**config.mk**
```make
export PLATFORM = sky130hd
export DESIGN_NAME = status_user_buffer
export DESIGN_NICKNAME = d
export VERILOG_FILES = /design/src/logic/status_buf_pkg.sv /design/src/logic/status_user_buffer.sv /design/src/logic/block_ram.sv
export SDC_FILE = /design/constraint.sdc
export NUM_CORES = 2
export LEC_CHECK = 0
export BUFFER_PORTS_ARGS = -buffer_cell sky130_fd_sc_hd__buf_2
export CORE_ASPECT_RATIO = 2
export CORE_MARGIN = 2
export CORE_UTILIZATION = 53
export CTS_CLUSTER_SIZE = 28
export DETAILED_ROUTE_END_ITERATION = 7
export PLACE_DENSITY = 0.66
export SLEW_MARGIN = 5
export SYNTH_ARGS = -nofsm -noshare
export SYNTH_HDL_FRONTEND = slang
export SYNTH_HIERARCHICAL = 1
export SYNTH_SLANG_ARGS = --single-unit
```
**constraint.sdc**
```tcl
create_clock -name ref_clk -period 6.6 [get_ports ref_clk]
set_clock_uncertainty 0.2 [all_clocks]
set_input_delay 0.33 -clock ref_clk [delete_from_list [all_inputs] [get_ports ref_clk]]
set_output_delay 0.33 -clock ref_clk [all_outputs]
set_load 0.05 [all_outputs]
```
**src/logic/status_buf_pkg.sv**
```systemverilog
// Purpose: shared constants for the channel status / user data buffer block
// Assumes: 32-bit apb data, one register per aligned word
// Notes: block rows hold {cs_a, cs_b, user_hi, user_lo}
package status_buf_pkg;
  // register offsets (byte addresses)
  localparam int ADDR_W = 8;
  localparam logic [7:0] OFF_CTRL = 8'h00;
  localparam logic [7:0] OFF_STATUS = 8'h04;
  localparam logic [7:0] OFF_PTR = 8'h08;
  localparam logic [7:0] OFF_DATA = 8'h0c;
  // control register fields
  localparam int CTRL_W = 9;
  localparam logic [8:0] CTRL_RESET = 9'h000;
  localparam int CB_INH_CAP = 0;
  localparam int CB_INH_TX = 1;
  localparam int CB_RESERVE = 2;
  localparam int CB_TWO_BYTE = 3;
  localparam int CB_SEL_B = 4;
  localparam int CB_UMODE = 5;
  localparam int CB_IE_CAP = 7;
  localparam int CB_IE_TX = 8;
  // status register fields
  localparam int SB_BUSY = 0;
  localparam int SB_PRO_A = 1;
  localparam int SB_PRO_B = 2;
  localparam int SB_CAP_CNT = 8;
  localparam int SB_TX_CNT = 16;
  // pointer register fields
  localparam int PB_PHASE = 6;
  // user bit modes
  localparam logic [1:0] UMODE_ZEROS = 2'h0;
  localparam logic [1:0] UMODE_BLOCK = 2'h1;
  localparam logic [1:0] UMODE_RSVD = 2'h2;
  localparam logic [1:0] UMODE_CONSUMER = 2'h3;
  // block geometry
  localparam int ROWS = 24;
  localparam int ROW_W = 5;
  localparam int PTR_W = 6;
  localparam logic [4:0] ROW_LAST = 5'h17;
  localparam logic [4:0] ROW_END = 5'h18;
  localparam logic [4:0] RES_ROWS = 5'h05;
  localparam logic [5:0] PTR_U_BASE = 6'h18;
  localparam logic [5:0] PTR_LAST = 6'h2f;
  localparam logic [7:0] FRAME_LAST = 8'hbf;
  localparam logic [7:0] CRC_FIRST = 8'hb8;
  localparam logic [2:0] GROUP_LAST = 3'h7;
  localparam logic [7:0] CRC_POLY = 8'h1d;
  localparam logic [7:0] CRC_INIT = 8'hff;
  localparam logic [31:0] MASK_CS = 32'hffff0000;
  localparam logic [31:0] MASK_U = 32'h0000ffff;
  localparam logic [31:0] MASK_ALL = 32'hffffffff;

  typedef enum logic [1:0] {
    M_IDLE = 2'h0,
    M_CAP = 2'h1,
    M_TX = 2'h3
  } mover_e;

  // one serial step of the status block check byte, msb first
  function automatic logic [7:0] crc_step(input logic [7:0] crc,
                                          input logic din);
    logic fb;
    fb = crc[7] ^ din;
    crc_step = {crc[6:0], 1'b0} ^ (fb ? CRC_POLY : 8'h00);
  endfunction : crc_step
endpackage : status_buf_pkg

```
**src/logic/status_user_buffer.sv**
```systemverilog
// Purpose: capture, host and transmit buffers for channel status and user data
// Assumes: frame strobes come from logic on ref_clk, frames >= 64 clocks apart
// Notes: host reaches the middle buffer through a byte-wide data port
//
// Decided for this implementation: the register offsets and the APB interface to the registers.
module status_user_buffer (
  input wire logic ref_clk,
  input wire logic rstn,
  input wire logic psel,
  input wire logic penable,
  input wire logic pwrite,
  input wire logic [status_buf_pkg::ADDR_W-1:0] paddr,
  input wire logic [31:0] pwdata,
  output logic [31:0] prdata,
  output logic pready,
  output logic pslverr,
  input wire logic rx_frame_stb,
  input wire logic rx_block_start,
  input wire logic rx_c_a,
  input wire logic rx_c_b,
  input wire logic rx_u_a,
  input wire logic rx_u_b,
  input wire logic tx_frame_stb,
  output logic tx_c_a,
  output logic tx_c_b,
  output logic tx_u_a,
  output logic tx_u_b,
  output logic tx_block_first,
  output logic cap_xfer_irq,
  output logic tx_xfer_irq
);
  import status_buf_pkg::*;

  logic [CTRL_W-1:0] ctrl;
  logic [PTR_W-1:0] ptr;
  logic phase;
  logic [7:0] hold;
  logic h_wait;
  logic h_wr;
  mover_e mstate;
  mover_e next_mstate;
  logic [ROW_W-1:0] mcnt;
  logic cap_pend;
  logic tx_pend;
  logic [7:0] cap_cnt;
  logic [7:0] tx_cnt;
  logic [7:0] rx_idx;
  logic [7:0] rx_a_sh;
  logic [7:0] rx_b_sh;
  logic [15:0] rx_u_sh;
  logic [7:0] tx_idx;
  logic [15:0] cs_sh;
  logic [15:0] u_sh;
  logic fetch_pend;
  logic fetch_ld;
  logic [ROW_W-1:0] fetch_row;
  logic pro_a;
  logic pro_b;
  logic [7:0] crc_a;
  logic [7:0] crc_b;
  logic [31:0] d_rdata;
  logic [31:0] e_rdata;
  logic [31:0] f_rdata;

  // receive side: assemble bytes msb-first, one row every eight frames
  wire [7:0] rx_f = rx_block_start ? 8'h00 : rx_idx;
  wire [7:0] next_rx_a = {rx_a_sh[6:0], rx_c_a};
  wire [7:0] next_rx_b = {rx_b_sh[6:0], rx_c_b};
  wire [15:0] next_rx_u = {rx_u_sh[13:0], rx_u_a, rx_u_b};
  wire rx_word_end = rx_frame_stb & (rx_f[2:0] == GROUP_LAST);
  wire rx_block_end = rx_frame_stb & (rx_f == FRAME_LAST);
  wire cap_set = rx_block_end & ~ctrl[CB_INH_CAP];
  wire tx_block_end = tx_frame_stb & (tx_idx == FRAME_LAST);
  wire tx_set = tx_block_end & ~ctrl[CB_INH_TX];

  always_ff @(posedge ref_clk or negedge rstn) begin
    if (!rstn) begin
      rx_idx <= 8'h00;
      rx_a_sh <= 8'h00;
      rx_b_sh <= 8'h00;
      rx_u_sh <= 16'h0000;
    end else if (rx_frame_stb) begin
      rx_idx <= (rx_f == FRAME_LAST) ? 8'h00 : rx_f + 8'h01;
      rx_a_sh <= next_rx_a;
      rx_b_sh <= next_rx_b;
      rx_u_sh <= next_rx_u;
    end
  end

  // host register and data port decode
  wire acc = psel & penable & ~pready & ~h_wait;
  wire sel_ctrl = (paddr == OFF_CTRL);
  wire sel_status = (paddr == OFF_STATUS);
  wire sel_ptr = (paddr == OFF_PTR);
  wire sel_data = (paddr == OFF_DATA);
  wire mapped = sel_ctrl | sel_status | sel_ptr | sel_data;
  wire acc_reg = acc & ~sel_data;
  wire host_go = acc & sel_data & (mstate == M_IDLE);
  wire is_u = (ptr >= PTR_U_BASE);
  wire [PTR_W-1:0] u_off = ptr - PTR_U_BASE;
  wire [ROW_W-1:0] row = is_u ? u_off[ROW_W-1:0] : ptr[ROW_W-1:0];
  wire two_b = is_u | ctrl[CB_TWO_BYTE];
  wire hi = two_b ? ~phase : ~ctrl[CB_SEL_B];
  wire [7:0] rd_byte = is_u ? (hi ? e_rdata[15:8] : e_rdata[7:0])
                            : (hi ? e_rdata[31:24] : e_rdata[23:16]);
  wire [7:0] wbyte = pwdata[7:0];
  wire last_byte = ~two_b | phase;
  wire [PTR_W-1:0] next_ptr = (ptr == PTR_LAST) ? '0 : ptr + 6'h01;
  wire host_we = host_go & pwrite & last_byte;
  // first byte of a pair is held until the second arrives
  wire [31:0] host_wdata = is_u ? {16'h0000, hold, wbyte}
                         : two_b ? {hold, wbyte, 16'h0000}
                         : {wbyte, wbyte, 16'h0000};
  wire [31:0] host_mask = is_u ? MASK_U : MASK_CS;
  wire [31:0] status_word = (32'(mstate != M_IDLE) << SB_BUSY)
                          | (32'(pro_a) << SB_PRO_A)
                          | (32'(pro_b) << SB_PRO_B)
                          | (32'(cap_cnt) << SB_CAP_CNT)
                          | (32'(tx_cnt) << SB_TX_CNT);
  wire [31:0] reg_rd = sel_ctrl ? 32'(ctrl)
                     : sel_status ? status_word
                     : sel_ptr ? (32'(ptr) | (32'(phase) << PB_PHASE))
                     : 32'h00000000;

  always_ff @(posedge ref_clk or negedge rstn) begin
    if (!rstn) begin
      pready <= 1'b0;
      pslverr <= 1'b0;
      prdata <= 32'h00000000;
      ctrl <= CTRL_RESET;
      ptr <= '0;
      phase <= 1'b0;
      hold <= 8'h00;
      h_wait <= 1'b0;
      h_wr <= 1'b0;
    end else begin
      h_wait <= host_go;
      if (host_go) begin
        h_wr <= pwrite;
      end
      if (host_go && pwrite && !last_byte) begin
        hold <= wbyte;
      end
      if (pready) begin
        pready <= 1'b0;
        pslverr <= 1'b0;
      end else if (acc_reg) begin
        pready <= 1'b1;
        pslverr <= ~mapped;
        prdata <= pwrite ? 32'h00000000 : reg_rd;
        if (pwrite && sel_ctrl) begin
          ctrl <= pwdata[CTRL_W-1:0];
        end
        if (pwrite && sel_ptr) begin
          ptr <= pwdata[PTR_W-1:0];
          phase <= 1'b0;
        end
      end else if (h_wait) begin
        pready <= 1'b1;
        prdata <= h_wr ? 32'h00000000 : 32'(rd_byte);
        phase <= ~last_byte;
        if (last_byte) begin
          ptr <= next_ptr;
        end
      end
    end
  end

  // block mover: one whole-block copy at a time, host data port waits meanwhile
  wire free = (mstate == M_IDLE) & ~host_go & ~h_wait;
  wire cap_go = free & cap_pend;
  wire tx_go = free & tx_pend & ~cap_pend;
  wire m_last = (mstate != M_IDLE) & (mcnt == ROW_END);
  wire [ROW_W-1:0] mrow = mcnt - 5'h01;
  wire m_we = (mstate != M_IDLE) & (mcnt != 5'h00);
  wire [31:0] cap_mask = (ctrl[CB_RESERVE] && mrow < RES_ROWS)
                       ? MASK_U : MASK_ALL;
  wire e_we = (m_we & (mstate == M_CAP)) | host_we;
  wire [ROW_W-1:0] e_waddr = (mstate == M_CAP) ? mrow : row;
  wire [31:0] e_wdata = (mstate == M_CAP) ? d_rdata : host_wdata;
  wire [31:0] e_mask = (mstate == M_CAP) ? cap_mask : host_mask;
  wire [ROW_W-1:0] e_raddr = (mstate == M_TX) ? mcnt : row;
  wire f_we = m_we & (mstate == M_TX);

  always_comb begin
    case (mstate)
      M_IDLE: next_mstate = cap_go ? M_CAP : (tx_go ? M_TX : M_IDLE);
      M_CAP, M_TX: next_mstate = m_last ? M_IDLE : mstate;
      default: next_mstate = M_IDLE;
    endcase
  end

  always_ff @(posedge ref_clk or negedge rstn) begin
    if (!rstn) begin
      mstate <= M_IDLE;
      mcnt <= '0;
      cap_pend <= 1'b0;
      tx_pend <= 1'b0;
      cap_cnt <= 8'h00;
      tx_cnt <= 8'h00;
      cap_xfer_irq <= 1'b0;
      tx_xfer_irq <= 1'b0;
    end else begin
      mstate <= next_mstate;
      mcnt <= (mstate == M_IDLE) ? 5'h00 : mcnt + 5'h01;
      // inhibited boundaries are dropped; a new boundary wins over start
      cap_pend <= cap_set | (cap_pend & ~cap_go);
      tx_pend <= tx_set | (tx_pend & ~tx_go);
      if (m_last && mstate == M_CAP) begin
        cap_cnt <= cap_cnt + 8'h01;
      end
      if (m_last && mstate == M_TX) begin
        tx_cnt <= tx_cnt + 8'h01;
      end
      cap_xfer_irq <= m_last & (mstate == M_CAP) & ctrl[CB_IE_CAP];
      tx_xfer_irq <= m_last & (mstate == M_TX) & ctrl[CB_IE_TX];
    end
  end

  // three cascaded block buffers
  block_ram #(.WIDTH(32), .DEPTH(ROWS), .AW(ROW_W)) u_capture_buf (
    .clk(ref_clk),
    .rstn(rstn),
    .we(rx_word_end),
    .waddr(rx_f[7:3]),
    .wdata({next_rx_a, next_rx_b, next_rx_u}),
    .wmask(MASK_ALL),
    .raddr(mcnt),
    .rdata(d_rdata)
  );

  block_ram #(.WIDTH(32), .DEPTH(ROWS), .AW(ROW_W)) u_host_buf (
    .clk(ref_clk),
    .rstn(rstn),
    .we(e_we),
    .waddr(e_waddr),
    .wdata(e_wdata),
    .wmask(e_mask),
    .raddr(e_raddr),
    .rdata(e_rdata)
  );

  block_ram #(.WIDTH(32), .DEPTH(ROWS), .AW(ROW_W)) u_transmit_buf (
    .clk(ref_clk),
    .rstn(rstn),
    .we(f_we),
    .waddr(mrow),
    .wdata(e_rdata),
    .wmask(MASK_ALL),
    .raddr(fetch_row),
    .rdata(f_rdata)
  );

  // transmit side: replays the transmit buffer until a new block lands,
  // so a slow input repeats blocks and a fast one loses whole blocks
  wire tx_word_end = tx_frame_stb & (tx_idx[2:0] == GROUP_LAST);
  wire [7:0] next_tx_idx = (tx_idx == FRAME_LAST) ? 8'h00 : tx_idx + 8'h01;
  wire fetch_go = fetch_pend & ~tx_pend & (mstate != M_TX);
  wire crc_zone = (tx_idx >= CRC_FIRST);
  wire first = (tx_idx == 8'h00);
  wire bit_a = cs_sh[15];
  wire bit_b = cs_sh[7];
  wire [7:0] crc_a_base = first ? CRC_INIT : crc_a;
  wire [7:0] crc_b_base = first ? CRC_INIT : crc_b;
  wire u_block = (ctrl[CB_UMODE +: 2] == UMODE_BLOCK);

  always_ff @(posedge ref_clk or negedge rstn) begin
    if (!rstn) begin
      tx_idx <= 8'h00;
      cs_sh <= 16'h0000;
      u_sh <= 16'h0000;
      fetch_pend <= 1'b1;
      fetch_ld <= 1'b0;
      fetch_row <= '0;
      pro_a <= 1'b0;
      pro_b <= 1'b0;
      crc_a <= CRC_INIT;
      crc_b <= CRC_INIT;
      tx_c_a <= 1'b0;
      tx_c_b <= 1'b0;
      tx_u_a <= 1'b0;
      tx_u_b <= 1'b0;
      tx_block_first <= 1'b0;
    end else begin
      fetch_pend <= tx_word_end | (fetch_pend & ~fetch_go);
      fetch_ld <= fetch_go;
      if (tx_word_end) begin
        fetch_row <= next_tx_idx[7:3];
      end
      if (fetch_ld) begin
        cs_sh <= f_rdata[31:16];
        u_sh <= f_rdata[15:0];
      end else if (tx_frame_stb) begin
        cs_sh <= {cs_sh[14:8], 1'b0, cs_sh[6:0], 1'b0};
        u_sh <= {u_sh[13:0], 2'b00};
      end
      if (tx_frame_stb) begin
        tx_idx <= next_tx_idx;
        tx_block_first <= first;
        if (first) begin
          pro_a <= bit_a;
          pro_b <= bit_b;
        end
        // check byte replaces the final status byte of a channel whose pro_a or pro_b bit is set
        tx_c_a <= (crc_zone && pro_a) ? crc_a[7] : bit_a;
        tx_c_b <= (crc_zone && pro_b) ? crc_b[7] : bit_b;
        crc_a <= crc_zone ? {crc_a[6:0], 1'b0} : crc_step(crc_a_base, bit_a);
        crc_b <= crc_zone ? {crc_b[6:0], 1'b0} : crc_step(crc_b_base, bit_b);
        // reserved and consumer codes fall back to zeros
        tx_u_a <= u_block & u_sh[15];
        tx_u_b <= u_block & u_sh[14];
      end
    end
  end
endmodule : status_user_buffer

```
**src/logic/block_ram.sv**
```systemverilog
// Purpose: one block buffer, bit-masked write port, registered read port
// Assumes: single clock, out-of-range addresses are ignored
// Notes: no reset on the array; contents are undefined until written
module block_ram #(
  parameter int WIDTH = 32,
  parameter int DEPTH = 24,
  parameter int AW = 5
) (
  input wire logic clk,
  input wire logic rstn,
  input wire logic we,
  input wire logic [AW-1:0] waddr,
  input wire logic [WIDTH-1:0] wdata,
  input wire logic [WIDTH-1:0] wmask,
  input wire logic [AW-1:0] raddr,
  output logic [WIDTH-1:0] rdata
);
  logic [WIDTH-1:0] mem [DEPTH];

  always_ff @(posedge clk) begin
    if (we && (int'(waddr) < DEPTH)) begin
      mem[waddr] <= (mem[waddr] & ~wmask) | (wdata & wmask);
    end
  end

  always_ff @(posedge clk or negedge rstn) begin
    if (!rstn) begin
      rdata <= '0;
    end else if (int'(raddr) < DEPTH) begin
      rdata <= mem[raddr];
    end
  end
endmodule : block_ram

```
Yosys cells after proc, flatten, opt, wreduce, memory -nomap -nowiden:

Memories as Yosys holds them, arrays and structs flattened. A register that Yosys moved wholly into a read port is not among the register bits.
Cells that the tools add are included.

* muxes and demuxes: 59
* magnitude comparators: 9
* bitwise logic cells: 72
* reduce and logical (&&, ||, !) cells: 31
* $add $sub $neg: 8
* equality and inequality tests: 15

Operators with widths (number)
* 32-bit 2-to-1 mux: 8
* 8-bit 2-to-1 mux: 11
* 24-bit 2-to-1 mux: 3
* 32-bit bitwise AND: 2
* 16-bit 2-to-1 mux: 4
* 1-bit bitwise AND: 34
* 8-bit by 1-bit adder with 8-bit output (second input constant): 4
* 32-bit inverter: 1
* 32-bit bitwise OR: 1
* 5-bit less-than comparator (second input constant): 6
* 5-bit 2-to-1 mux: 6
* 6-bit 2-to-1 mux: 5
* 16-bit by 24-bit bitwise OR with 24-bit output: 1
* 1-bit 2-to-1 mux: 17
* 8-bit by 4-bit == test with 1-bit output (second input constant): 2
* 8-bit == test (second input constant): 2
* 8-bit zero test: 2
* 1-bit inverter: 16
* 3-bit by 16-bit bitwise OR with 16-bit output: 1
* 8-bit by 5-bit XOR with 8-bit output: 2
* 1-bit logical AND: 12
* 2-bit nonzero test: 5
* 1-bit bitwise OR: 9
* 8-bit by 3-bit == test with 1-bit output (second input constant): 1
* other kinds (28): 39

* output and inout port bits: 41
* memories: 3
* word-level logic and storage cells: 233
* bits in registers: 193
* RAM bits: 2304
* bits of input ports: 52

Memories
* u_capture_buf.mem: depth 24, bits a word 32, rd ports 1, clocked after Yosys merged registers in 1, wr ports 1, line block_ram.sv:18 `logic [WIDTH-1:0] mem [DEPTH];`
* u_host_buf.mem: depth 24, bits a word 32, rd ports 2, clocked after Yosys merged registers in 1, wr ports 1, line block_ram.sv:18
* u_transmit_buf.mem: depth 24, bits a word 32, rd ports 1, clocked after Yosys merged registers in 1, wr ports 1, line block_ram.sv:18

Logic depth before layout (Yosys ltp):

* depth after elaboration: 13
* mapped depth: 14
* mapped depth without buffers: 10

By module:

Netlist, hierarchy kept.

By module, submodules not included
* block_ram (u_host_buf ...): times used 2, cells an instance 2043, area each 37054.3 sq um, sequential area each 23862.9 sq um
* block_ram (u_capture_buf): times used 1, cells an instance 2043, area each 37058.0 sq um, sequential area each 23862.9 sq um
* status_user_buffer: times used 1, cells an instance 940, area each 9562.9 sq um, sequential area each 4650.7 sq um

Worst setup path before layout:

No wires, ideal clock.

* path type: register to register
* start: register mstate[0]
* end: memory u_host_buf.mem[0][0], enable pin
* path slack: 1.415 ns
* required time: 5.939 ns
* buffers on the path: 6
* arrival time: 4.524 ns
* clock period less this slack: 5.185 ns
* setup time: 0.461 ns
* cell stages (with the launch flop): 11
* path through: dfrtp_1 > clkbuf_1 > nor2b_1 > clkbuf_1 > clkbuf_1 > o21ai_0 > buf_4 > buf_2 > buf_2 > or3b_2 > nor3_1

* elaborated cells between the ends (all ways): 14
* those cells by class: 1 x order compare; 1 x eq/ne; 3 x mux; 6 x bitwise; 3 x reduce/logical

RTL lines
* start, declared: line status_user_buffer.sv:40 `mover_e mstate;`
* start signal, assigned: line status_user_buffer.sv:204 `mstate <= next_mstate;`
* 2-bit by 1-bit == test with 1-bit output *: line status_user_buffer.sv:179 `wire [ROW_W-1:0] e_waddr = (mstate == M_CAP) ? mrow : row;`
* 5-bit 2-to-1 mux *: line status_user_buffer.sv:179
* via e_waddr[1]: line status_user_buffer.sv:179
* 5-bit less-than comparator: line block_ram.sv:21 `if (we && (int'(waddr) < DEPTH)) begin`
* 1-bit logical AND: line block_ram.sv:21
* 1-bit 2-to-1 mux: line block_ram.sv:21
* 1-bit 2-to-1 mux (implied by the code): line block_ram.sv:22 `mem[waddr] <= (mem[waddr] & ~wmask) | (wdata & wmask);`
* end, declared: line block_ram.sv:18

Mark *: on every way through the listed nets, which the timed path passes. The rest lies on a longest branch.

Worst setup path in the final report:

* start: register mcnt[0]
* end: memory u_transmit_buf.mem[3][16], enable pin

* elaborated cells between the ends (all ways): 8
* those cells by class: 1 x add/sub; 1 x order compare; 2 x mux; 2 x bitwise; 2 x reduce/logical

RTL lines
* start, declared: line status_user_buffer.sv:42 `logic [ROW_W-1:0] mcnt;`
* start signal, assigned: line status_user_buffer.sv:205 `mcnt <= (mstate == M_IDLE) ? 5'h00 : mcnt + 5'h01;`
* 5-bit by 1-bit subtractor with 5-bit output *: line status_user_buffer.sv:174 `wire [ROW_W-1:0] mrow = mcnt - 5'h01;`
* via mrow[0]: line status_user_buffer.sv:174
* 5-bit less-than comparator: line block_ram.sv:21
* 1-bit logical AND: line block_ram.sv:21
* 1-bit 2-to-1 mux: line block_ram.sv:21
* 1-bit 2-to-1 mux (implied by the code): line block_ram.sv:22
* end, declared: line block_ram.sv:18

Marked as above.

==> impl_metrics.json <==
{
  "overflow": 0,
  "vias": 71934,
  "fp.dieArea_um2": 232000,
  "ys_ff_latch": 2585,
  "h-tree-depth": 4,
  "grt_pass1_wl_mm": 527,
  "dpl.hpwl_mm": 232,
  "core_area_um2": 227000,
  "die_h_um": 679,
  "syn_to_final_growth_pct": 11.2,
  "dp.cells": 10015,
  "min_path_type": "input pin to flip-flop",
  "peakVddDrop_v": 0.000257,
  "cts_sinks": 2585,
  "finalCritPeriodShare_pct": 81.1,
  "ys_async_sr_fraction_pct": 10.9,
  "synth.most_common_cell": "edfxtp_1",
  "ys_seq_area_share_pct": 63.1,
  "drv_slew": 0,
  "clk_pin_slew_ps": 70,
  "synth_top_cell_by_area": "edfxtp_1",
  "syn_area_um2": 121000,
  "p_per_area_nw_per_um2": 294,
  "core.rowCount": 247,
  "fmax_mhz": 187,
  "io_buffers": 61,
  "avgRoutedWirePerCell_um": 35.5,
  "worst_pin_slew_ps": 1320,
  "p_leak_nw": 44.2,
  "cp_data_arrival_time_ps": 5690,
  "routed_wl_mm": 372,
  "nNetsFinal": 7363,
  "grt_pass1_vias": 75929,
  "fin_setup_tns_ps": 0,
  "first_iter_violations": 6891,
  "firstDrtPassIters": 6,
  "outcome": "finished, final reports clean",
  "critPathKind": "flip-flop to flip-flop",
  "grt_antenna_before_repair": 9,
  "ant_nets": 0,
  "period_needed_ps": 5360,
  "min_from": "rx_c_b",
  "fp.dieW_um": 341,
  "rsz0062_at_grt": "false",
  "viasPerCell": 6.86,
  "fin_area_um2": 134000,
  "hold_viol": 0,
  "crit_fanout": 50,
  "synth_common_cells": "edfxtp_1 (2304), mux2i_1 (1062), mux4_2 (762)",
  "ff2ff_path_depth": 8,
  "avgSynthCellArea_um2": 17.1,
  "cts_tree": "yes",
  "r2r_end": "u_transmit_buf/mem[3][16]",
  "start_util_pct": 53.3,
  "cp-end-kind": "flip-flop",
  "dpl_cell_area_um2": 126000,
  "maxCapViolations": 0,
  "clk_path_buf_depth": 4,
  "synth-edff-count": 2304,
  "fillers": 16827,
  "clock_latency_ps": 900,
  "required_ps": 6930,
  "timing.rr.start": "mcnt[0]",
  "grt_start_max_net_pins": 106,
  "startpoint_type": "flip-flop",
  "cts_buffers": 230,
  "syn_inst": 7069,
  "cts-root-buf": "clkbuf_16",
  "rrSetupSlack_ps": 1240,
  "synth_top_area_share_pct": 57.3,
  "dominantRegCellSynth": "edfxtp_1",
  "ys_warn_count": 6,
  "cp-startpoint": "mcnt[0]",
  "multiInputGateArea_um2": 42600,
  "synth.distinct_cells": 74,
  "layout-drive-gt1-share_pct": 25.1,
  "finalSetupViolations": 0,
  "grt_usage_pct": 32.0,
  "seq_area_um2": 76300,
  "drcViolationCount": 0,
  "total_power_mw": 39.5,
  "io_pins": 93,
  "slew_headroom_pct": 11.7,
  "ys_top_cells_by_area": "edfxtp_1 (57%), mux4_2 (14%), mux2i_1 (8.8%)",
  "routabilityCongestion": 0.901,
  "worstSetupEndpoint": "u_transmit_buf/mem[3][16]",
  "stdcell_count": 10488
}
-- through the flow --
step / hold WS, ps / worst slack [ps] / util [%]
CTS: 41.9 / 1210 / 59.3
global route: 75.1 / 1020 / 59.3
finish: 87.3 / 1240 / 59.3
floorplan: -166 / 1420 / -
detailed placement: 206 / 1210 / 55.7
global placement: 189 / 1380 / 55.7
-- routing by layer --
layer | wire length (µm) | up-vias | GRT usage, %
met3 | 24500 | 1360 | 4.36
met4 | 34400 | 2 | 24.8
met5 | 12 | - | 0
li1 | - | 29476 | -
met2 | 197000 | 3494 | 57.6
met1 | 117000 | 37602 | 33.5
-- worst min path at each step --
stage                                           to  slack, ps  cells past startpoint
after floorplan                         cap_cnt[0]       -170                      0
after global placement    u_transmit_buf/rdata[15]        190                      1
after detailed placement  u_transmit_buf/rdata[15]        210                      1
after CTS                               rx_b_sh[0]         40                      3
after global routing                     prdata[5]         80                      5
final                                   rx_b_sh[0]         90                      3
-- report_power, final --
group          internal, mW  switching [mW]  total, mW
sequential             19.0           0.687       19.7
combinational          2.37            3.57       5.94
clock                  7.81            6.03       13.8
total                  29.2            10.3       39.5
-- state kept, by name, summed over array words and instances, names as in the netlist, 8 cells and up --
name	count
hold	8
rx_u_sh	14
tx_idx	8
u_transmit_buf/rdata	32
ctrl	9
prdata	24
crc_b	8
u_transmit_buf/mem	768
tx_cnt	8
u_sh	16
cs_sh	16
u_host_buf/rdata	32
rx_idx	8
crc_a	8
cap_cnt	8
u_capture_buf/mem	768
u_host_buf/mem	768
u_capture_buf/rdata	32
-- layout make-up --
class | instances | share of cell area [%]
sequential | 2585 | 56.8
multi-input combinational | 3953 | 31.7
clock buffer | 289 | 4.58
tap | 2988 | 2.78
timing repair buffer | 410 | 2.61
clock inverter | 134 | 1.12
inverter | 118 | 0.339
antenna | 11 | 0.0205
-- worst max-delay path: stages, from the launching register on --
cell	delay [ps]
dfrtp_4	560
inv_6	510
ha_1	300
xnor2_1	240
inv_2	440
buf_4	440
nor2_4	680
and3_2	1090
buf_4	480
-- cell families (layout without fill, tap and decap cells) --
| logic type | after synthesis | after routing | share of synthesized area, % |
|---|---|---|---|
| flops | 2585 | 2585 | 63.1 |
| mux | 2030 | 2030 | 25.0 |
| compound gates | 1016 | 1016 | 5.93 |
| simple gates | 730 | 730 | 3.01 |
| buf+inv | 665 | 951 | 2.61 |
| xor+xnor | 28 | 28 | 0.203 |
| fa+ha+maj | 13 | 13 | 0.135 |
| other cells | 2 | 147 | 0.00622 |
-- timing repair --
action,CTS,global route
buffers inserted,0,0
gates resized for setup,0,0
hold buffers,39,0
hold endpoints to repair,321,0
-- layout by cell type (no fill, tap or decap), types with 13 or more instances in the layout --
master | synthesis | routed
a32oi_1 | 100 | 100
xnor2_1 | 21 | 21
nor3_2 | 0 | 22
nand3_1 | 221 | 221
dfstp_2 | 17 | 17
buf_12 | 0 | 36
nor2b_1 | 30 | 14
clkinv_1 | 0 | 25
nor2b_4 | 0 | 16
a221oi_1 | 52 | 52
conb_1 | 2 | 136
o22ai_1 | 100 | 100
ha_1 | 13 | 13
a31oi_1 | 15 | 15
buf_4 | 78 | 275
nand2_1 | 194 | 194
clkinvlp_4 | 0 | 14
nor2_4 | 0 | 46
a22oi_1 | 379 | 379
a22o_1 | 18 | 18
nand2b_1 | 29 | 27
dfrtp_1 | 264 | 255
clkbuf_8 | 0 | 13
nand4_1 | 25 | 25
nor2_1 | 106 | 59
clkinv_2 | 0 | 51
inv_1 | 118 | 115
edfxtp_1 | 2304 | 2304
dlygate4sd3_1 | 0 | 38
bufinv_16 | 0 | 31
a21oi_1 | 123 | 121
buf_2 | 156 | 59
clkbuf_16 | 0 | 232
a21o_1 | 43 | 43
clkbuf_1 | 241 | 44
mux2_2 | 198 | 198
mux4_2 | 762 | 762
mux2i_1 | 1062 | 1061
or2_2 | 21 | 21
o21ai_0 | 121 | 112
No activity file was read; power rests on OpenSTA's default activity.
